**src/srs_pkg.sv**
```systemverilog
// Purpose: Shared constants for the serial register access slave and its FIFO
// Assumes: Link signals are sampled by the 10 MHz core clock
// Notes:   FIFO register address is a plain default, change to suit the map
package srs_pkg;

  // Link word layout
  localparam int unsigned ADDR_W        = 7;
  localparam int unsigned DATA_W        = 8;
  localparam int unsigned CNT_W         = 3;
  localparam int unsigned WNR_BIT       = 7;
  localparam int unsigned MSB_BIT       = 7;
  localparam logic [2:0]  BIT_CNT_ZERO  = 3'h0;
  localparam logic [2:0]  BIT_CNT_LAST  = 3'h7;
  localparam logic [2:0]  BIT_CNT_ONE   = 3'h1;
  localparam logic [6:0]  ADDR_ONE      = 7'h01;
  localparam logic [6:0]  ADDR_RST      = 7'h00;
  localparam logic [7:0]  BYTE_ZERO     = 8'h00;

  // Address at which data bytes go to or come from the FIFO
  localparam logic [6:0]  FIFO_ADDR     = 7'h00;

  // Write FIFO shape
  localparam int unsigned FIFO_DEPTH    = 16;

  // Bit positions inside the synchroniser vectors
  localparam int unsigned IDX_SCK       = 0;
  localparam int unsigned IDX_NSS       = 1;
  localparam int unsigned IDX_MOSI      = 2;
  localparam int unsigned SYNC_W        = 3;
  // Reset level: frame select idle high, clock and data low
  localparam logic [2:0]  SYNC_RST      = 3'h2;

  // Link timing in the bench, for reference of the sampling margin
  localparam int unsigned CLK_PERIOD_NS = 100;
  localparam int unsigned SCK_PERIOD_NS = 800;
  localparam int unsigned SCK_HALF_CYC  = SCK_PERIOD_NS / (2 * CLK_PERIOD_NS);

  typedef enum logic [1:0] {
    ST_IDLE,
    ST_ADDR,
    ST_DATA
  } srs_state_type;

endpackage

```
**src/srs_fifo.sv**
```systemverilog
// Purpose: Synchronous FIFO with valid and ready on both sides
// Assumes: Single clock, synchronous active-high reset, clock enable
// Notes:   Full and empty come from a pointer pair with one wrap bit
`timescale 1ns/1ps
module srs_fifo #(
  parameter int unsigned WIDTH = 8,
  parameter int unsigned DEPTH = 16
) (
  input  wire logic             clk,
  input  wire logic             rst,
  input  wire logic             ce,
  input  wire logic             in_valid,
  output logic                  in_ready,
  input  wire logic [WIDTH-1:0] in_data,
  output logic                  out_valid,
  input  wire logic             out_ready,
  output logic      [WIDTH-1:0] out_data
);

  localparam int unsigned PTR_W = $clog2(DEPTH);

  logic [WIDTH-1:0] mem_q [DEPTH];
  logic [PTR_W:0]   wr_ptr_q;
  logic [PTR_W:0]   wr_ptr_d;
  logic [PTR_W:0]   rd_ptr_q;
  logic [PTR_W:0]   rd_ptr_d;
  logic             push;
  logic             pop;

  // Full when the pointers differ only in the wrap bit
  assign in_ready  = !((wr_ptr_q[PTR_W] != rd_ptr_q[PTR_W]) &&
                       (wr_ptr_q[PTR_W-1:0] == rd_ptr_q[PTR_W-1:0]));
  assign out_valid = (wr_ptr_q != rd_ptr_q);
  assign out_data  = mem_q[rd_ptr_q[PTR_W-1:0]];
  assign push      = ce && in_valid && in_ready;
  assign pop       = ce && out_valid && out_ready;

  // Pointer advance
  always_comb begin
    wr_ptr_d = push ? wr_ptr_q + 1'b1 : wr_ptr_q;
    rd_ptr_d = pop ? rd_ptr_q + 1'b1 : rd_ptr_q;
  end

  always_ff @(posedge clk) begin
    if (rst) begin
      wr_ptr_q <= '0;
      rd_ptr_q <= '0;
    end else begin
      wr_ptr_q <= wr_ptr_d;
      rd_ptr_q <= rd_ptr_d;
    end
  end

  // Storage needs no reset; empty flag hides stale words
  always_ff @(posedge clk) begin
    if (push) begin
      mem_q[wr_ptr_q[PTR_W-1:0]] <= in_data;
    end
  end

endmodule

```
**src/srs_slave.sv**
```systemverilog
// Purpose: Serial register access slave, mode 0, with write FIFO
// Assumes: Link pins are asynchronous to clk and far slower than it
// Notes:   Register file and read stream live in the core outside
//
// Notes on behaviour
// The link runs clock polarity and phase zero, clock idles low, full duplex.
// Only the slave role exists; clock and frame select are never driven here.
// A single access is one address byte then one data byte inside one frame.
// In burst access to a normal address the address steps up after each data byte.
// When the address is the FIFO address it stays fixed for every data byte.
// The master holds frame select low between bytes until the last byte ends.
// The master changes data in on falling clock edges; we sample on rising ones.
// The data out line changes on falling clock edges only.
// A transfer starts with frame select falling; clock activity outside is ignored.
// The data out line is released whenever frame select is high.
// The first address bit chooses write when one and read when zero.
// Seven address bits follow, most significant first.
// Every data byte moves most significant bit first.
// More data bytes may follow in one frame without a new address.
// Frame select rising ends the frame; the next byte is an address byte.
// During a write the old value of the written register is shifted out.
// Eight rising edges make a byte; frame end drops the count and partial byte.
`timescale 1ns/1ps
module srs_slave (
  input  wire logic       clk,
  input  wire logic       rst,
  input  wire logic       ce,
  input  wire logic       sck,
  input  wire logic       frame_select_n,
  input  wire logic       mosi,
  output logic            miso_o,
  output logic            miso_oe,
  output logic [6:0]      reg_addr,
  input  wire logic [7:0] reg_rdata,
  output logic [7:0]      reg_wdata,
  output logic            reg_we,
  output logic            txf_valid,
  input  wire logic       txf_ready,
  output logic [7:0]      txf_data,
  input  wire logic       rxf_valid,
  input  wire logic [7:0] rxf_data,
  output logic            rxf_ready,
  output logic            fifo_overrun
);

  // Three-stage synchronisers and glitch filter
  logic [2:0] sync1_q;
  logic [2:0] sync2_q;
  logic [2:0] sync3_q;
  logic [2:0] filt_q;
  logic [2:0] filt_d;
  logic       sck_rise;
  logic       sck_fall;
  logic       nss_high;
  logic       mosi_f;

  // Protocol state
  srs_pkg::srs_state_type state_q;
  srs_pkg::srs_state_type state_d;
  logic [2:0] bit_cnt_q;
  logic [2:0] bit_cnt_d;
  logic [7:0] rx_sh_q;
  logic [7:0] rx_sh_d;
  logic [7:0] tx_sh_q;
  logic [7:0] tx_sh_d;
  logic       miso_q;
  logic       miso_d;
  logic [6:0] addr_q;
  logic [6:0] addr_d;
  logic       wnr_q;
  logic       wnr_d;
  logic       load_q;
  logic       load_d;
  logic       rx_held_q;
  logic       rx_held_d;
  logic       reg_we_q;
  logic       reg_we_d;
  logic [7:0] wdata_q;
  logic [7:0] wdata_d;
  logic       push_q;
  logic       push_d;
  logic       overrun_q;
  logic       overrun_d;
  logic       fifo_in_ready;
  logic       byte_done;
  logic       fifo_sel;
  logic [7:0] rx_byte;

  // A change is taken once stages two and three agree
  always_comb begin
    for (int i = 0; i < srs_pkg::SYNC_W; i++) begin
      filt_d[i] = (sync2_q[i] == sync3_q[i]) ? sync2_q[i] : filt_q[i];
    end
  end

  always_ff @(posedge clk) begin
    if (rst) begin
      sync1_q <= srs_pkg::SYNC_RST;
      sync2_q <= srs_pkg::SYNC_RST;
      sync3_q <= srs_pkg::SYNC_RST;
      filt_q  <= srs_pkg::SYNC_RST;
    end else if (ce) begin
      sync1_q <= {mosi, frame_select_n, sck};
      sync2_q <= sync1_q;
      sync3_q <= sync2_q;
      filt_q  <= filt_d;
    end
  end

  // Edges of the filtered link clock; all gated while frame select is high
  assign nss_high  = filt_d[srs_pkg::IDX_NSS];
  assign mosi_f    = filt_d[srs_pkg::IDX_MOSI];
  assign sck_rise  = ce && !nss_high && filt_d[srs_pkg::IDX_SCK] &&
                     !filt_q[srs_pkg::IDX_SCK];
  assign sck_fall  = ce && !nss_high && !filt_d[srs_pkg::IDX_SCK] &&
                     filt_q[srs_pkg::IDX_SCK];
  assign rx_byte   = {rx_sh_q[6:0], mosi_f};
  assign byte_done = sck_rise && (bit_cnt_q == srs_pkg::BIT_CNT_LAST);
  assign fifo_sel  = (addr_q == srs_pkg::FIFO_ADDR);

  // Pop the read stream as its byte finishes, so the next load sees the new head
  assign rxf_ready = byte_done && (state_q == srs_pkg::ST_DATA) && !wnr_q &&
                     fifo_sel && rx_held_q;

  // Next-state logic for the byte engine
  always_comb begin
    state_d   = state_q;
    bit_cnt_d = bit_cnt_q;
    rx_sh_d   = rx_sh_q;
    tx_sh_d   = tx_sh_q;
    miso_d    = miso_q;
    addr_d    = addr_q;
    wnr_d     = wnr_q;
    load_d    = 1'b0;
    rx_held_d = rx_held_q;
    reg_we_d  = 1'b0;
    wdata_d   = wdata_q;
    push_d    = 1'b0;
    overrun_d = 1'b0;
    if (nss_high) begin
      // Frame over: drop partial byte, next byte is an address
      state_d   = srs_pkg::ST_IDLE;
      bit_cnt_d = srs_pkg::BIT_CNT_ZERO;
      tx_sh_d   = srs_pkg::BYTE_ZERO;
      miso_d    = 1'b0;
      rx_held_d = 1'b0;
    end else begin
      if (state_q == srs_pkg::ST_IDLE) begin
        state_d = srs_pkg::ST_ADDR;
      end
      if (sck_rise) begin
        rx_sh_d   = rx_byte;
        bit_cnt_d = bit_cnt_q + srs_pkg::BIT_CNT_ONE;
      end
      if (byte_done) begin
        unique case (state_q)
          srs_pkg::ST_ADDR: begin
            wnr_d   = rx_byte[srs_pkg::WNR_BIT];
            addr_d  = rx_byte[6:0];
            state_d = srs_pkg::ST_DATA;
            load_d  = 1'b1;
          end
          srs_pkg::ST_DATA: begin
            if (wnr_q) begin
              wdata_d = rx_byte;
              if (!fifo_sel) begin
                reg_we_d = 1'b1;
              end else if (fifo_in_ready) begin
                push_d = 1'b1;
              end else begin
                overrun_d = 1'b1;
              end
            end
            if (!fifo_sel) begin
              addr_d = addr_q + srs_pkg::ADDR_ONE;
            end
            load_d = 1'b1;
          end
          srs_pkg::ST_IDLE: begin
            state_d = srs_pkg::ST_ADDR;
          end
        endcase
      end
      // Load the reply one cycle after the address settles
      if (load_q) begin
        if (fifo_sel && !wnr_q) begin
          tx_sh_d   = rxf_valid ? rxf_data : srs_pkg::BYTE_ZERO;
          rx_held_d = rxf_valid;
        end else begin
          tx_sh_d = reg_rdata;
        end
      end
      if (sck_fall) begin
        miso_d  = tx_sh_q[srs_pkg::MSB_BIT];
        tx_sh_d = {tx_sh_q[6:0], 1'b0};
      end
    end
  end

  always_ff @(posedge clk) begin
    if (rst) begin
      state_q   <= srs_pkg::ST_IDLE;
      bit_cnt_q <= srs_pkg::BIT_CNT_ZERO;
      rx_sh_q   <= srs_pkg::BYTE_ZERO;
      tx_sh_q   <= srs_pkg::BYTE_ZERO;
      miso_q    <= 1'b0;
      addr_q    <= srs_pkg::ADDR_RST;
      wnr_q     <= 1'b0;
      load_q    <= 1'b0;
      rx_held_q <= 1'b0;
      reg_we_q  <= 1'b0;
      wdata_q   <= srs_pkg::BYTE_ZERO;
      push_q    <= 1'b0;
      overrun_q <= 1'b0;
    end else if (ce) begin
      state_q   <= state_d;
      bit_cnt_q <= bit_cnt_d;
      rx_sh_q   <= rx_sh_d;
      tx_sh_q   <= tx_sh_d;
      miso_q    <= miso_d;
      addr_q    <= addr_d;
      wnr_q     <= wnr_d;
      load_q    <= load_d;
      rx_held_q <= rx_held_d;
      reg_we_q  <= reg_we_d;
      wdata_q   <= wdata_d;
      push_q    <= push_d;
      overrun_q <= overrun_d;
    end
  end

  // Write bytes for the FIFO address; a full FIFO drops the byte and flags it,
  // since the link clock cannot be held back by a slave
  srs_fifo #(
    .WIDTH (srs_pkg::DATA_W),
    .DEPTH (srs_pkg::FIFO_DEPTH)
  ) u_fifo (
    .clk       (clk),
    .rst       (rst),
    .ce        (ce),
    .in_valid  (push_q),
    .in_ready  (fifo_in_ready),
    .in_data   (wdata_q),
    .out_valid (txf_valid),
    .out_ready (txf_ready),
    .out_data  (txf_data)
  );

  // Outputs; the line is only driven inside a frame
  assign miso_o       = miso_q;
  assign miso_oe      = (state_q != srs_pkg::ST_IDLE);
  assign reg_addr     = addr_q;
  assign reg_wdata    = wdata_q;
  assign reg_we       = reg_we_q;
  assign fifo_overrun = overrun_q;
endmodule

```
**config.mk**
```make
export PLATFORM = sky130hd
export DESIGN_NAME = srs_slave
export DESIGN_NICKNAME = d
export VERILOG_FILES = /design/src/srs_pkg.sv /design/src/srs_fifo.sv /design/src/srs_slave.sv
export SDC_FILE = /design/constraint.sdc
export NUM_CORES = 1
export LEC_CHECK = 0
export BUFFER_PORTS_ARGS = -buffer_cell sky130_fd_sc_hd__buf_2
export CORE_ASPECT_RATIO = 1.2
export CORE_MARGIN = 3
export CORE_UTILIZATION = 35
export CTS_BUF_LIST = sky130_fd_sc_hd__clkbuf_4
export CTS_CLUSTER_DIAMETER = 100
export CTS_CLUSTER_SIZE = 28
export DETAILED_ROUTE_END_ITERATION = 8
export HOLD_SLACK_MARGIN = 0.1
export PLACE_DENSITY = 0.51
export SYNTH_ARGS = -nofsm -noshare
export SYNTH_HDL_FRONTEND = slang
export SYNTH_SLANG_ARGS = --single-unit
```
**constraint.sdc**
```tcl
create_clock -name clk -period 4.7 [get_ports clk]
set_input_delay 0.47 -clock clk [delete_from_list [all_inputs] [get_ports clk]]
set_output_delay 0.47 -clock clk [all_outputs]
set_load 0.1 [all_outputs]
```
Yosys cells after proc, flatten, opt, wreduce, memory -nomap -nowiden --
Memories as Yosys holds them, arrays and structs flattened. A register that Yosys moved wholly into a read port is not among the register bits. Cells that the tools add are included.
Operators by class: add/sub/neg operators 4, equality and inequality tests 10, muxes and demuxes 45, bitwise logic cells 1, reduce and logical (&&, ||, !) cells 39
Operator list (count):
- 2-to-1 mux 8 bit | 5
- 2-to-1 mux 1 bit | 30
- logical AND 1 bit | 16
- case mux 7 bit (2 select lines) | 1
- nonzero test 2 bit | 6
- adder 5 x 1 -> 5 bit, second input constant | 2
- AND reduction 5 bit | 2
- 2-to-1 mux 4 bit | 2
- adder 7 x 1 -> 7 bit, second input constant | 1
- logical NOT 7 bit | 1
- 2-to-1 mux 7 bit | 1
- 2-to-1 mux 2 bit | 3
- 2-to-1 mux 3 bit | 2
- AND reduction 2 bit | 3
- AND reduction 3 bit | 2
- logical NOT 1 bit | 5
- inequality test 5 bit | 1
- equality test 4 bit | 1
- case mux 2 bit (2 select lines) | 1
- AND reduction 4 bit | 1
- adder 3 x 1 -> 3 bit, second input constant | 1
- equality test 1 bit | 3
- equality test 3 bit, second input constant | 1
- nonzero test 3 bit | 1
- 7 further kinds | 7
Storage, ports and cells: bits in registers 64, bits in writable memories 128, input port bits 24, output and inout port bits 29, logic and storage cells 119, memories kept 1
Memory list:
- u_fifo.mem_q | words 16, bits a word 8, rd ports 1, clocked after Yosys merged registers in 1, write ports 1, RTL line srs_fifo.sv:22 | logic [WIDTH-1:0] mem_q [DEPTH];

Longest topological paths before layout --
Gate-level depths: netlist of run 1.
word-level depth 11, gate-level depth with buffers 8

Modules after synthesis --
From an unflattened synthesis of run 1, not the netlist that was laid out.
Unflattened totals: cells, all modules 569, area, all modules 8324.2 µm²
Modules (own cells, without submodules):
- srs_fifo | instances 1, cells each 286, area each 5821.8 µm²
- srs_slave | instances 1, cells each 283, area each 2502.4 µm²

Least setup slack after synthesis of run 1 --
OpenSTA, ideal clock, no wires.
kind reg2out, start register addr_q[2] (netlist: reg_addr[2]), end output port rxf_ready, data arrival time 4.109 ns, data required time 4.230 ns, slack 0.121 ns, cell stages (with the launch flop) 5, cell sequence dfxtp_1 > or4_1 > or4b_4 > buf_2 > nor3_1
Between the ends: word-level cells in the longest chain between the ends 3
Ends and longest elaborated chain:
- start, declared | RTL line srs_slave.sv:68 | logic [6:0] addr_q;
- start signal, assigned | RTL line srs_slave.sv:207 | addr_q <= srs_pkg::ADDR_RST;
- start signal, assigned | RTL line srs_slave.sv:221 | addr_q <= addr_d;
- logical NOT 7 bit | RTL line srs_slave.sv:119 | assign fifo_sel = (addr_q == srs_pkg::FIFO_ADDR);
- logical AND 1 bit | RTL line srs_slave.sv:122 | assign rxf_ready = byte_done && (state_q == srs_pkg::ST_DATA) && !wnr_q &&
- logical AND 1 bit | RTL line srs_slave.sv:123 | fifo_sel && rx_held_q;
- end, declared | RTL line srs_slave.sv:42 | output logic rxf_ready,
No other way between the ends.

==> results of run 1 <==
-- cell usage in the layout (no fill, tap or decap), types with 7 or more instances in the layout --
master,n
sky130_fd_sc_hd__inv_1,12
sky130_fd_sc_hd__o31ai_1,8
sky130_fd_sc_hd__and3_1,12
sky130_fd_sc_hd__dfxtp_1,67
sky130_fd_sc_hd__nor2_1,43
sky130_fd_sc_hd__edfxtp_1,128
sky130_fd_sc_hd__nand3_1,7
sky130_fd_sc_hd__mux2i_1,24
sky130_fd_sc_hd__buf_2,52
sky130_fd_sc_hd__a221oi_1,7
sky130_fd_sc_hd__mux4_2,40
sky130_fd_sc_hd__ha_1,12
sky130_fd_sc_hd__nand2_1,53
sky130_fd_sc_hd__xnor2_1,10
sky130_fd_sc_hd__clkbuf_4,18
sky130_fd_sc_hd__a21oi_1,34
sky130_fd_sc_hd__inv_8,7
-- layer usage --
layer / wire [um] / up-vias / global-route usage
met1: 7793 / 2379 / 0.1948
met2: 8983 / 88 / 0.2425
met3: 545 / 15 / 0.03087
li1: - / 2181 / -
met5: 0 / - / 0
met4: 186 / 0 / 0.03767
-- worst max-delay path, stage by stage (launching register included) --
cell and delay, ns:
sky130_fd_sc_hd__dfxtp_2 0.87, sky130_fd_sc_hd__buf_4 0.40, sky130_fd_sc_hd__mux4_2 0.54, sky130_fd_sc_hd__mux4_2 0.51, sky130_fd_sc_hd__buf_2 0.32
-- path summary, 6_finish.rpt --
| path | startpoint | endpoint | slack [ns] | cells past startpoint |
|---|---|---|---|---|
| max reg2reg | u_fifo.wr_ptr_q[0] | u_fifo.mem_q[9][3] | 1.99 | 4 |
| max | flop | txf_data[7] | 0.99 | 4 |
| min | reg_rdata[0] | tx_sh_q[0] | 0.23 | 4 |
| min reg2reg | tx_sh_q[1] | tx_sh_q[1] | 0.47 | 2 |
-- layout make-up --
class | instances | area [um2] | share of cell area
antenna | 1 | 2.502 | 0.0002840
clock buffer | 18 | 135.1 | 0.01533
clock inverter | 14 | 162.7 | 0.01846
inverter | 13 | 48.80 | 0.005537
multi-input combinational | 311 | 2594 | 0.2943
sequential | 196 | 5206 | 0.5908
tap | 274 | 342.8 | 0.03890
timing repair buffer | 59 | 320.3 | 0.03635
-- synthesized netlist by cell type --
| master | instances |
|---|---|
| sky130_fd_sc_hd__or4b_4 | 1 |
| sky130_fd_sc_hd__buf_2 | 5 |
| sky130_fd_sc_hd__mux2i_1 | 24 |
| sky130_fd_sc_hd__o32ai_1 | 4 |
| sky130_fd_sc_hd__inv_1 | 12 |
| sky130_fd_sc_hd__nand2_1 | 53 |
| sky130_fd_sc_hd__and3_1 | 12 |
| sky130_fd_sc_hd__maj3_1 | 2 |
| sky130_fd_sc_hd__o22ai_1 | 1 |
| sky130_fd_sc_hd__nor3b_1 | 2 |
| sky130_fd_sc_hd__o31ai_1 | 8 |
| sky130_fd_sc_hd__a32o_1 | 1 |
| sky130_fd_sc_hd__o311a_1 | 1 |
| sky130_fd_sc_hd__a22oi_1 | 3 |
| sky130_fd_sc_hd__or3b_1 | 1 |
| sky130_fd_sc_hd__or3_1 | 2 |
| sky130_fd_sc_hd__buf_1 | 5 |
| sky130_fd_sc_hd__a21boi_0 | 1 |
| sky130_fd_sc_hd__or4_1 | 2 |
| sky130_fd_sc_hd__xor2_1 | 5 |
| sky130_fd_sc_hd__edfxtp_1 | 128 |
| sky130_fd_sc_hd__nor4_2 | 1 |
| sky130_fd_sc_hd__nand3_1 | 7 |
| sky130_fd_sc_hd__dfxtp_1 | 68 |
| sky130_fd_sc_hd__a21o_1 | 1 |
| sky130_fd_sc_hd__nand4_1 | 3 |
| sky130_fd_sc_hd__a211o_1 | 2 |
| sky130_fd_sc_hd__nor2_1 | 43 |
| sky130_fd_sc_hd__ha_1 | 12 |
| sky130_fd_sc_hd__mux4_2 | 40 |
| sky130_fd_sc_hd__clkbuf_1 | 20 |
| sky130_fd_sc_hd__o21ai_0 | 6 |
| sky130_fd_sc_hd__o211ai_1 | 1 |
| sky130_fd_sc_hd__nor2_2 | 1 |
| sky130_fd_sc_hd__nand4b_1 | 1 |
| sky130_fd_sc_hd__xnor2_1 | 10 |
| sky130_fd_sc_hd__a2bb2oi_1 | 1 |
| sky130_fd_sc_hd__or2_2 | 2 |
| sky130_fd_sc_hd__a221oi_1 | 7 |
| sky130_fd_sc_hd__a211oi_1 | 4 |
| sky130_fd_sc_hd__nor3_1 | 2 |
| sky130_fd_sc_hd__clkinv_1 | 1 |
| sky130_fd_sc_hd__and2_1 | 5 |
| sky130_fd_sc_hd__nor2b_1 | 5 |
| sky130_fd_sc_hd__a21oi_1 | 34 |
-- cells by family (layout without fill, tap and decap cells) --
kind of cell | count (synthesis) | in the layout | share of synthesized area
AO/OA/AOI/OAI | 75 | 75 | 0.06078
XOR/XNOR | 15 | 15 | 0.01649
adder cells (fa/ha/maj) | 14 | 14 | 0.02136
buffers and inverters | 43 | 104 | 0.02104
flip-flops | 196 | 196 | 0.6534
multiplexers | 64 | 64 | 0.1432
other | 0 | 1 | 0
AND/OR/NAND/NOR | 143 | 143 | 0.08371
-- power groups by stage --
stage / Combinational, uW / Clock (uW) / Sequential (uW)
floorplan: 23.6 / 0 / 1850
global placement: 37.9 / 0 / 1850
detailed placement: 38.8 / 0 / 1860
CTS: 40.5 / 951 / 1820
global route: 44.6 / 1030 / 1820
finish: 40.0 / 923 / 1820
-- stage by stage --
step	instances	worst slack [ns]	instance area, um2	util
after detailed placement	850	1.559	8482	0.3856
after CTS	885	0.8634	8810	0.4005
after floorplan	550	0.1206	7966	-
after global routing	886	0.7235	8812	0.4006
after global placement	850	1.625	8482	0.3856
final	886	0.9855	8812	0.4006
-- timing repair --
action | 4_1_cts | 5_1_grt
setup buffers | 0 | 0
hold endpoints to repair | 3 | 0
hold buffers | 3 | 0
-- state kept, by name, indices dropped and copies added (netlist names), 2 cells and up, named ones only --
register	flops
reg_addr	7
u_fifo.rd_ptr_q	5
sync1_q	3
reg_wdata	8
sync3_q	3
tx_sh_q	8
state_q	2
bit_cnt_q	3
sync2_q	3
rx_sh_q	7
u_fifo.wr_ptr_q	5
u_fifo.mem_q	128
filt_q	3
==> results by stage, run 1 <==
STA:
- The worst slew slack as a fraction of its limit is 0.1839.
- The number of pins with negative max-slew slack in the final report is 0.
- The final sum of negative setup slack is 0 ns.
- The slew at the pin with the worst max-slew slack is 1.222 ns.
- Dividing the final minimum period by the clock period gives 0.7903.
- Setup repair after global routing left no endpoint under its margin.
- The worst path in the final design needs a cycle of 3.714 ns, including I/O delays and setup.
- Setup violations remaining at the end of the flow were counted as 0.
- Across all hold checks on the routed design, the worst slack comes to 0.2303 ns.
- The fmax is 269.2 MHz.
- The hold violation count in the final report is 0.
- Clock skew on the completed layout was measured at 0.03288 ns.

Placed design:
- The number of I/O port buffers is 52.
- The final RePlAce weighted congestion is 0.7548.
- The placed wire-length estimate after detailed placement is 11.19 mm.

Layout:
- The area growth from synthesis to layout is 10.62%.
- The fraction of final layout cells sized beyond drive strength 1 is 0.2193.
- After filler insertion, the fill cell instance count of the layout stands at 2078.
- At the end of the flow, the number of nets in the layout was 634.

CTS:
- In this run, post-CTS repair resized a total of 0 instances.
- The number of CTS-inserted buffers is 17.
- At the later pin of the worst-skew pair, clock insertion delay measures 0.60 ns.
- The clock tree synthesis step divided the H-tree into 4 levels.
- TritonCTS built the clock tree.
- The count of clock tree sinks is 196.
- The clock edge transition at the registers on the reported setup and hold paths is 0.17 ns.
- The cell chosen for the clock root is sky130_fd_sc_hd__clkbuf_4.
- No sink is reached through more buffers than the 2 on the longest clock path.

Floorplanning:
- The initial utilization of the core area, before any placement, comes to 0.3621.
- The width of the chip is 143.7 um.
- In this run the core area contains 59 standard-cell rows.
- The placeable core area is 22000 um2.
- The floorplan die height is 171.3 um.
- The full die area is 24610 um2.
- The top-level I/O count is 53.

Min path:
- The worst min-delay path category is in -> reg.

Pwr:
- The fraction of power spent switching nets is 0.2470.
- The largest vdd supply drop is 128.8 uV.
- The switching component of the power is 686.7 uW.
- The part of the power in registers is 0.654.
- The combinational cell fraction of total power is 0.014.
- The internal power consumption is 2094 uW.
- In this run the static leakage power is 0.003330 uW.
- In this run the power density over the cells is 315.5 nW/um2.
- The post-route total power is 2780 uW.
- Of the total power, the clock network draws 0.332.

Setup path:
- The largest fanout of any net on the critical path is 20.
- The worst setup path is launched from a flop.
- The worst setup path is captured at an output port.
- The start-to-end type of the worst setup path is reg -> out.
- At the worst endpoint, the required time is 4.23 ns.
- Data on the critical path arrives at its endpoint at 3.24 ns.

Synthesis:
- The part of the Yosys area used for sequential elements is 0.6534.
- In this run, synthesis produced a sequential element count of 196.
- Of the post-synthesis cell area, the dominant cell type holds 0.4825.
- Counting every net in the synthesized netlist gives 586.
- The post-synthesis instance area is 7966 um2.
- Sorting the synthesized cells by area gives the leading types as sky130_fd_sc_hd__edfxtp_1, sky130_fd_sc_hd__dfxtp_1, sky130_fd_sc_hd__mux4_2.
- The cell count after synthesis is 550.
- Synthesis instantiated 45 different standard cells from the library.
- Yosys printed 0 warnings.
- The average instance in the mapped netlist occupies 14.48 um2.
- sky130_fd_sc_hd__edfxtp_1 takes more of the synthesized area than any other cell.

Flow run:
- Max-cap violations in this run came to 0.

Outcome:
- The run finished with clean final reports.

Drt:
- The residual antenna-violating net count after detailed routing is 0.
- The iteration-0 DRC count of the detailed router is 282.
- The average wire length per cell after detail routing is 19.76 um.
- The count of unresolved DRC violations after routing is 0.
- Using the TritonRoute via totals, the vias-per-cell ratio works out to 5.263.
- Summed over all layers, the routed wires come to 17.51 mm.
- The routed via count is 4663.
- The first detailed-routing pass ran for 5 iterations.

Global route:
- The pin count of the biggest net entering global routing is 55.
- For this run, the total global-route usage over all layers was measured as 0.1455.
- The global route total overflow is 0.
- The initial antenna violation count was 1.
- The first global-routing pass estimated 26.80 mm of wire.
- The via count of the first global-routing pass was 4642.
No activity file was read; power rests on OpenSTA's default activity.
==> inputs of run 2 (changes only) <==
- PLACE_DENSITY: 0.51 -> 0.53
- clock period: 4.7 -> 3.3 ns (I/O delays scaled with it)
==> run 2 against run 1 <==
Effect of this change:
- register-to-register slack worse by 1.7 ns
- sequential power is 42% higher
- core utilization is 1.4 points higher
- highest routed layer unchanged
- clock skew is 0.0044 ns lower
- first-iteration DRC count is 23% lower
- largest power group unchanged
- wire length is 1.5% lower
- die area stayed put
- non-clock buffer count is 30 higher
- critical path type unchanged
- via count is 1.1% higher
- worst hold slack worse by 0.052 ns
- clock power is 39% higher
==> results by stage, run 2 (same netlist as run 1, synthesis figures left out) <==
Layout:
- The flip-flop count of the largest register after layout is 128 (unchanged).
- The number of cells in the finished layout apart from fillers came to 916 (was 886).
- The post-route cell area is 9110 um2 (was 8812 um2).
- The synthesis-to-finish area growth is 14.36% (was 10.62%).
- The final-stage net count came to 664 (was 634).
- The fraction of final layout cells sized beyond drive strength 1 is 0.2278 (was 0.2193).
- The leading cell type in the layout, fill and taps excluded is sky130_fd_sc_hd__edfxtp_1 (unchanged).
- Most used cells in the layout excluding fill and tap cells: sky130_fd_sc_hd__edfxtp_1, sky130_fd_sc_hd__dfxtp_1, sky130_fd_sc_hd__nand2_1 (unchanged).
- The number of filler instances in the final layout is 2047 (was 2078).

CTS:
- The clock latency reported for the late side of the worst-skew pair is 0.59 ns (was 0.60 ns).
- The total setup buffers inserted after CTS is 0 (unchanged).
- The clock tree from TritonCTS is yes (unchanged).
- The number of CTS-inserted buffers is 17 (unchanged).
- The number of buffers on the longest clock path is 2 (unchanged).
- The clock edge transition at the registers on the reported setup and hold paths came to 0.18 ns (was 0.17 ns).
- The count of clock tree sinks is 196 (unchanged).
- The cell chosen for the clock root is sky130_fd_sc_hd__clkbuf_4 (unchanged).
- The number of cells upsized or downsized after cts is 0 (unchanged).
- The hold buffer count at cts came to 23 (was 3).
- The number of levels in the clock H-tree is 4 (unchanged).

Placed design:
- The number of I/O port buffers came to 52 (unchanged).
- The placed wire-length estimate after detailed placement is 11.17 mm (was 11.19 mm).
- The post-placement cell area is 8584 um2 (was 8482 um2).
- The final RePlAce weighted congestion is 0.7605 (was 0.7548).
- The placed cell count came to 860 (was 850).

Drt:
- The iteration-0 DRC count of the detailed router is 217 (was 282).
- The wire length after detailed routing is 17.25 mm (was 17.51 mm).
- The detailed-route vias per instance is 5.146 (was 5.263).
- The routed via count is 4714 (was 4663).
- The length of the first detailed-routing pass in iterations is 4 (was 5).
- The count of unresolved DRC violations after routing is 0 (unchanged).
- The average wire length per cell after detail routing is 18.83 um (was 19.76 um).
- The residual antenna-violating net count after detailed routing is 0 (unchanged).

Global route:
- The initial antenna violation count is 1 (unchanged).
- The via count of the first global-routing pass came to 4725 (was 4642).
- The global route total overflow is 0 (unchanged).
- The global-route usage over all layers is 0.1454 (was 0.1455).
- The pin count of the biggest net entering global routing is 43 (was 55).
- The wire length of the first global-routing pass is 26.88 mm (was 26.80 mm).

Floorplanning:
- The initial core utilization is 0.3621 (unchanged).
- The floorplan die height is 171.3 um (unchanged).
- The top-level I/O count is 53 (unchanged).
- The width of the chip was 143.7 um (unchanged).
- The full die area was 24610 um2 (unchanged).
- The placeable core area came to 22000 um2 (unchanged).
- The number of core rows came to 59 (unchanged).

STA:
- Unrepaired setup endpoints after global routing: no (unchanged).
- The worst slew slack as a fraction of its limit is 0.4097 (was 0.1839).
- The hold violation count in the final report is 0 (unchanged).
- The final sum of negative setup slack is 0 ns (unchanged).
- The number of pins with negative max-slew slack in the final report was 0 (unchanged).
- The shortest clock period the worst path allows after layout is 3.126 ns.
- The setup violation total in the final timing report is 0 (unchanged).
- The slew at the pin with the worst max-slew slack is 0.8855 ns (was 1.222 ns).
- Of the available clock period, the critical path in the final layout requires 0.9473.
- The setup clock skew after layout was 0.02850 ns (was 0.03288 ns).
- The fmax is 319.9 MHz.

Pwr:
- The total power per unit cell area came to 433.0 nW/um2 (was 315.5 nW/um2).
- The leakage power of the design was 0.003456 uW (was 0.003330 uW).
- The largest vdd supply drop was 197.9 uV (was 128.8 uV).
- The post-route total power came to 3945 uW (was 2780 uW).

Setup path:
- The arrival time of the worst setup path came to 2.80 ns (was 3.24 ns).
- The critical path startpoint category is a flop (unchanged).
- The kind of end point of the critical path is an output port (unchanged).
- The start-to-end type of the worst setup path is reg -> out (unchanged).
- The largest fanout of any net on the critical path is 13 (was 20).
- The critical path required time is 2.97 ns (was 4.23 ns).
- The slack of the worst reg-to-reg path was 0.33 ns (was 1.99 ns).

Min path:
- The worst min-delay path category is in -> reg (unchanged).

Flow run:
- The max-cap check violation count came to 0 (unchanged).

Outcome:
- Status: complete, no violations (unchanged).
[run 2: where the power goes]
| part | internal (uW) | switching [uW] | total, uW |
|---|---|---|---|
| sequential | 2590 | 3.02 | 2590 |
| clock | 357 | 921 | 1280 |
| combinational | 39.9 | 38.4 | 78.3 |
| total | 2980 | 963 | 3940 |
[run 2: per-stage QoR]
stage | hold slack, ns | util | setup WS [ns]
3_5_place_dp | 0.4395 | 0.3902 | 0.7974
4_1_cts | 0.1214 | 0.4140 | 0.09153
5_1_grt | 0.1716 | 0.4141 | 0.01078
6_report | 0.1782 | 0.4141 | 0.1739
3_3_place_gp | 0.4370 | 0.3902 | 0.8170
2_1_floorplan | 0.4254 | - | 0.1340
[run 2: worst max-delay path: stages, from the launching register on]
cell and delay (ns):
sky130_fd_sc_hd__dfxtp_1 0.38, sky130_fd_sc_hd__or4_1 0.56, sky130_fd_sc_hd__or4b_4 0.66, sky130_fd_sc_hd__nor3_4 0.18, sky130_fd_sc_hd__buf_2 0.44
[run 2: layer usage]
| metal | vias to the layer above | GRT usage | part of all wire |
|---|---|---|---|
| met1 | 2348 | 0.1833 | 0.42 |
| met2 | 103 | 0.2551 | 0.53 |
| met4 | 0 | 0.03931 | 0.011 |
| met5 | - | 0 | 0 |
| li1 | 2247 | - | - |
| met3 | 16 | 0.02920 | 0.043 |
[run 2: area by class of cell]
| class | instances | area, um2 | area share |
|---|---|---|---|
| clock buffer | 17 | 127.6 | 0.01401 |
| clock inverter | 15 | 165.2 | 0.01813 |
| sequential | 196 | 5206 | 0.5715 |
| inverter | 13 | 48.80 | 0.005356 |
| tap | 274 | 342.8 | 0.03763 |
| timing repair buffer | 89 | 608.1 | 0.06675 |
| antenna | 1 | 2.502 | 0.0002747 |
| multi-input combinational | 311 | 2609 | 0.2864 |
[run 2: path summary, 6_finish.rpt]
check	from	to	cells past startpoint
worst max register to register	reg_addr[2]	tx_sh_q[3]	6
worst min register to register	tx_sh_q[7]	tx_sh_q[7]	2
worst min-delay path	rxf_data[0]	tx_sh_q[0]	4
worst max-delay path	reg_addr[2]	rxf_ready	4
==> inputs of run 3 (changes only) <==
- ABC_CLOCK_PERIOD_IN_PS: default -> 3300
- PLACE_DENSITY: 0.53 -> 0.56
==> run 3 against run 2 <==
Effect of this change:
- global-route usage rose by 0.28 points
- count of clock-buffer cells in the layout rose by 1
- non-clock buffer count is 4 lower
==> results by stage, run 3 (same netlist as run 1, synthesis figures left out) <==
Pwr:
- The leakage power of the design is 0.003433 uW (was 0.003456 uW).
- The switching component of the power came to 938.0 uW (was 962.6 uW).
- The combinational cell fraction of total power is 0.019 (was 0.020).
- The fraction of power spent switching nets is 0.2395 (was 0.2440).
- The internal power consumption is 2979 uW (was 2982 uW).
- The total power per unit cell area came to 432.2 nW/um2 (was 433.0 nW/um2).
- The largest vdd supply drop was 179.9 uV (was 197.9 uV).
- The clock network fraction of design power is 0.320 (was 0.324).
- The part of the power in registers is 0.661 (was 0.656).

STA:
- The portion of the clock cycle consumed by the worst path in the final layout is 0.9431 (was 0.9473).
- The setup clock skew after layout is 0.03239 ns (was 0.02850 ns).
- The number of pins with negative max-slew slack in the final report is 0 (unchanged).
- The final sum of negative setup slack is 0 ns (unchanged).
- The shortest clock period the worst path allows after layout was 3.112 ns (was 3.126 ns).
- The setup violation total in the final timing report came to 0 (unchanged).
- The fmax was 321.3 MHz (was 319.9 MHz).
- The hold violation count in the final report is 0 (unchanged).
- The worst slew slack as a fraction of its limit is 0.4970 (was 0.4097).
- Unrepaired setup endpoints after global routing: no (unchanged).
- The slew at the pin with the worst max-slew slack came to 0.7535 ns (was 0.8855 ns).
- The worst hold-check slack is 0.2123 ns (was 0.1782 ns).

CTS:
- The number of CTS-inserted buffers is 17 (unchanged).
- The total setup buffers inserted after CTS is 0 (unchanged).
- The number of levels in the clock H-tree is 4 (unchanged).
- The cell chosen for the clock root is sky130_fd_sc_hd__clkbuf_4 (unchanged).
- The clock latency reported for the late side of the worst-skew pair is 0.59 ns (about the same).
- The clock edge transition at the registers on the reported setup and hold paths is 0.18 ns (about the same).
- The clock tree from TritonCTS is yes (unchanged).
- The number of cells upsized or downsized after cts is 0 (unchanged).
- The number of buffers on the longest clock path was 2 (unchanged).
- The count of clock tree sinks was 196 (unchanged).
- The hold buffer count at cts is 21 (was 23).

Layout:
- The post-layout utilization of the core was 0.4120 (was 0.4141).
- The number of filler instances in the final layout is 2024 (was 2047).
- Most used cells in the layout excluding fill and tap cells: sky130_fd_sc_hd__edfxtp_1, sky130_fd_sc_hd__dfxtp_1, sky130_fd_sc_hd__nand2_1 (unchanged).
- The post-route cell area came to 9064 um2 (was 9110 um2).
- The synthesis-to-finish area growth is 13.77% (was 14.36%).
- The leading cell type in the layout, fill and taps excluded is sky130_fd_sc_hd__edfxtp_1 (unchanged).
- The fraction of final layout cells sized beyond drive strength 1 came to 0.2245 (was 0.2278).
- The flip-flop count of the largest register after layout came to 128 (unchanged).
- The final-stage net count came to 660 (was 664).

Drt:
- The detailed-route vias per instance is 5.218 (was 5.146).
- The iteration-0 DRC count of the detailed router is 325 (was 217).
- The average wire length per cell after detail routing is 19.38 um (was 18.83 um).
- The length of the first detailed-routing pass in iterations is 4 (unchanged).
- The wire length after detailed routing is 17.67 mm (was 17.25 mm).
- The routed via count is 4759 (was 4714).
- The residual antenna-violating net count after detailed routing is 0 (unchanged).
- The count of unresolved DRC violations after routing is 0 (unchanged).

Setup path:
- The largest fanout of any net on the critical path is 13 (unchanged).
- The slack of the worst reg-to-reg path is 0.33 ns (about the same).
- The start-to-end type of the worst setup path was reg -> out (unchanged).
- The critical path required time is 2.97 ns (about the same).
- The critical path startpoint category was a flop (unchanged).
- The end of the worst register-to-register path is tx_sh_q[1] (was tx_sh_q[3]).
- The depth of the most critical reg-to-reg path is 6 (unchanged).
- The start of the worst register-to-register path is reg_addr[2] (unchanged).
- The kind of end point of the critical path is an output port (unchanged).
- The arrival time of the worst setup path was 2.78 ns (was 2.80 ns).

Global route:
- The wire length of the first global-routing pass is 27.23 mm (was 26.88 mm).
- The global route total overflow was 0 (unchanged).
- The pin count of the biggest net entering global routing is 43 (unchanged).
- The global-route usage over all layers is 0.1482 (was 0.1454).
- The initial antenna violation count came to 1 (unchanged).
- The via count of the first global-routing pass is 4837 (was 4725).

Floorplanning:
- The full die area is 24610 um2 (unchanged).
- The width of the chip is 143.7 um (unchanged).
- The top-level I/O count was 53 (unchanged).
- The floorplan die height is 171.3 um (unchanged).
- The number of core rows is 59 (unchanged).
- The initial core utilization came to 0.3621 (unchanged).
- The placeable core area was 22000 um2 (unchanged).

Outcome:
- Status: complete, no violations (unchanged).

Placed design:
- The post-placement cell area is 8566 um2 (was 8584 um2).
- The final RePlAce weighted congestion came to 0.7914 (was 0.7605).
- The number of I/O port buffers was 52 (unchanged).
- The placed wire-length estimate after detailed placement is 11.46 mm (was 11.17 mm).

Min path:
- The worst min-delay path category is in -> reg (unchanged).
- The number of cells on the worst hold path is 4 (unchanged).
- The origin of the worst min-delay path is rxf_data[0] (unchanged).
- The worst-case hold path end point was tx_sh_q[0] (unchanged).

Flow run:
- The max-cap check violation count is 0 (unchanged).
run 3: through the flow:
stage          std cells  setup slack [ns]  total power, uW
6_report             912            0.1879             3917
5_1_grt              912           0.05200             4064
4_1_cts              911            0.1145             3958
3_5_place_dp         858            0.8094             2700
3_3_place_gp         858            0.8100             2697
2_1_floorplan        550            0.1340             2675
run 3: cell type report:
class                      instances  area [um2]  share of cell area
sequential                       196        5206              0.5744
multi-input combinational        311        2605              0.2874
timing repair buffer              85       573.1             0.06322
tap                              274       342.8             0.03782
clock inverter                    14       150.1             0.01657
clock buffer                      18       135.1             0.01491
inverter                          13       48.80            0.005384
antenna                            1       2.502           0.0002761
run 3: worst max-delay path by stage:
stage / end / start / slack [ns]
2_1_floorplan: rxf_ready / reg_addr[2] / 0.13
3_3_place_gp: rxf_ready / reg_addr[2] / 0.81
3_5_place_dp: rxf_ready / reg_addr[2] / 0.81
4_1_cts: rxf_ready / reg_addr[2] / 0.11
5_1_grt: rxf_ready / reg_addr[2] / 0.05
6_report: rxf_ready / reg_addr[2] / 0.19
run 3: layer usage:
metal / GRT usage / up-vias / routed length [um]
li1: - / 2234 / -
met1: 0.1850 / 2394 / 7348
met2: 0.2588 / 117 / 9421
met3: 0.02920 / 14 / 715
met4: 0.04791 / 0 / 185
met5: 0 / - / 0
run 3: power by group through the flow:
stage	registers (uW)	logic [uW]	clock network, uW
after floorplan	2640	33.6	0
after global placement	2640	55.5	0
after detailed placement	2640	57.5	0
after CTS	2590	75.4	1290
after global routing	2590	83.4	1390
final	2590	76.4	1250
run 3: critical path, stage by stage (launching register included):
cell and delay, ns:
sky130_fd_sc_hd__dfxtp_1 0.38, sky130_fd_sc_hd__or4_1 0.56, sky130_fd_sc_hd__or4b_4 0.66, sky130_fd_sc_hd__nor3_4 0.18, sky130_fd_sc_hd__buf_2 0.44
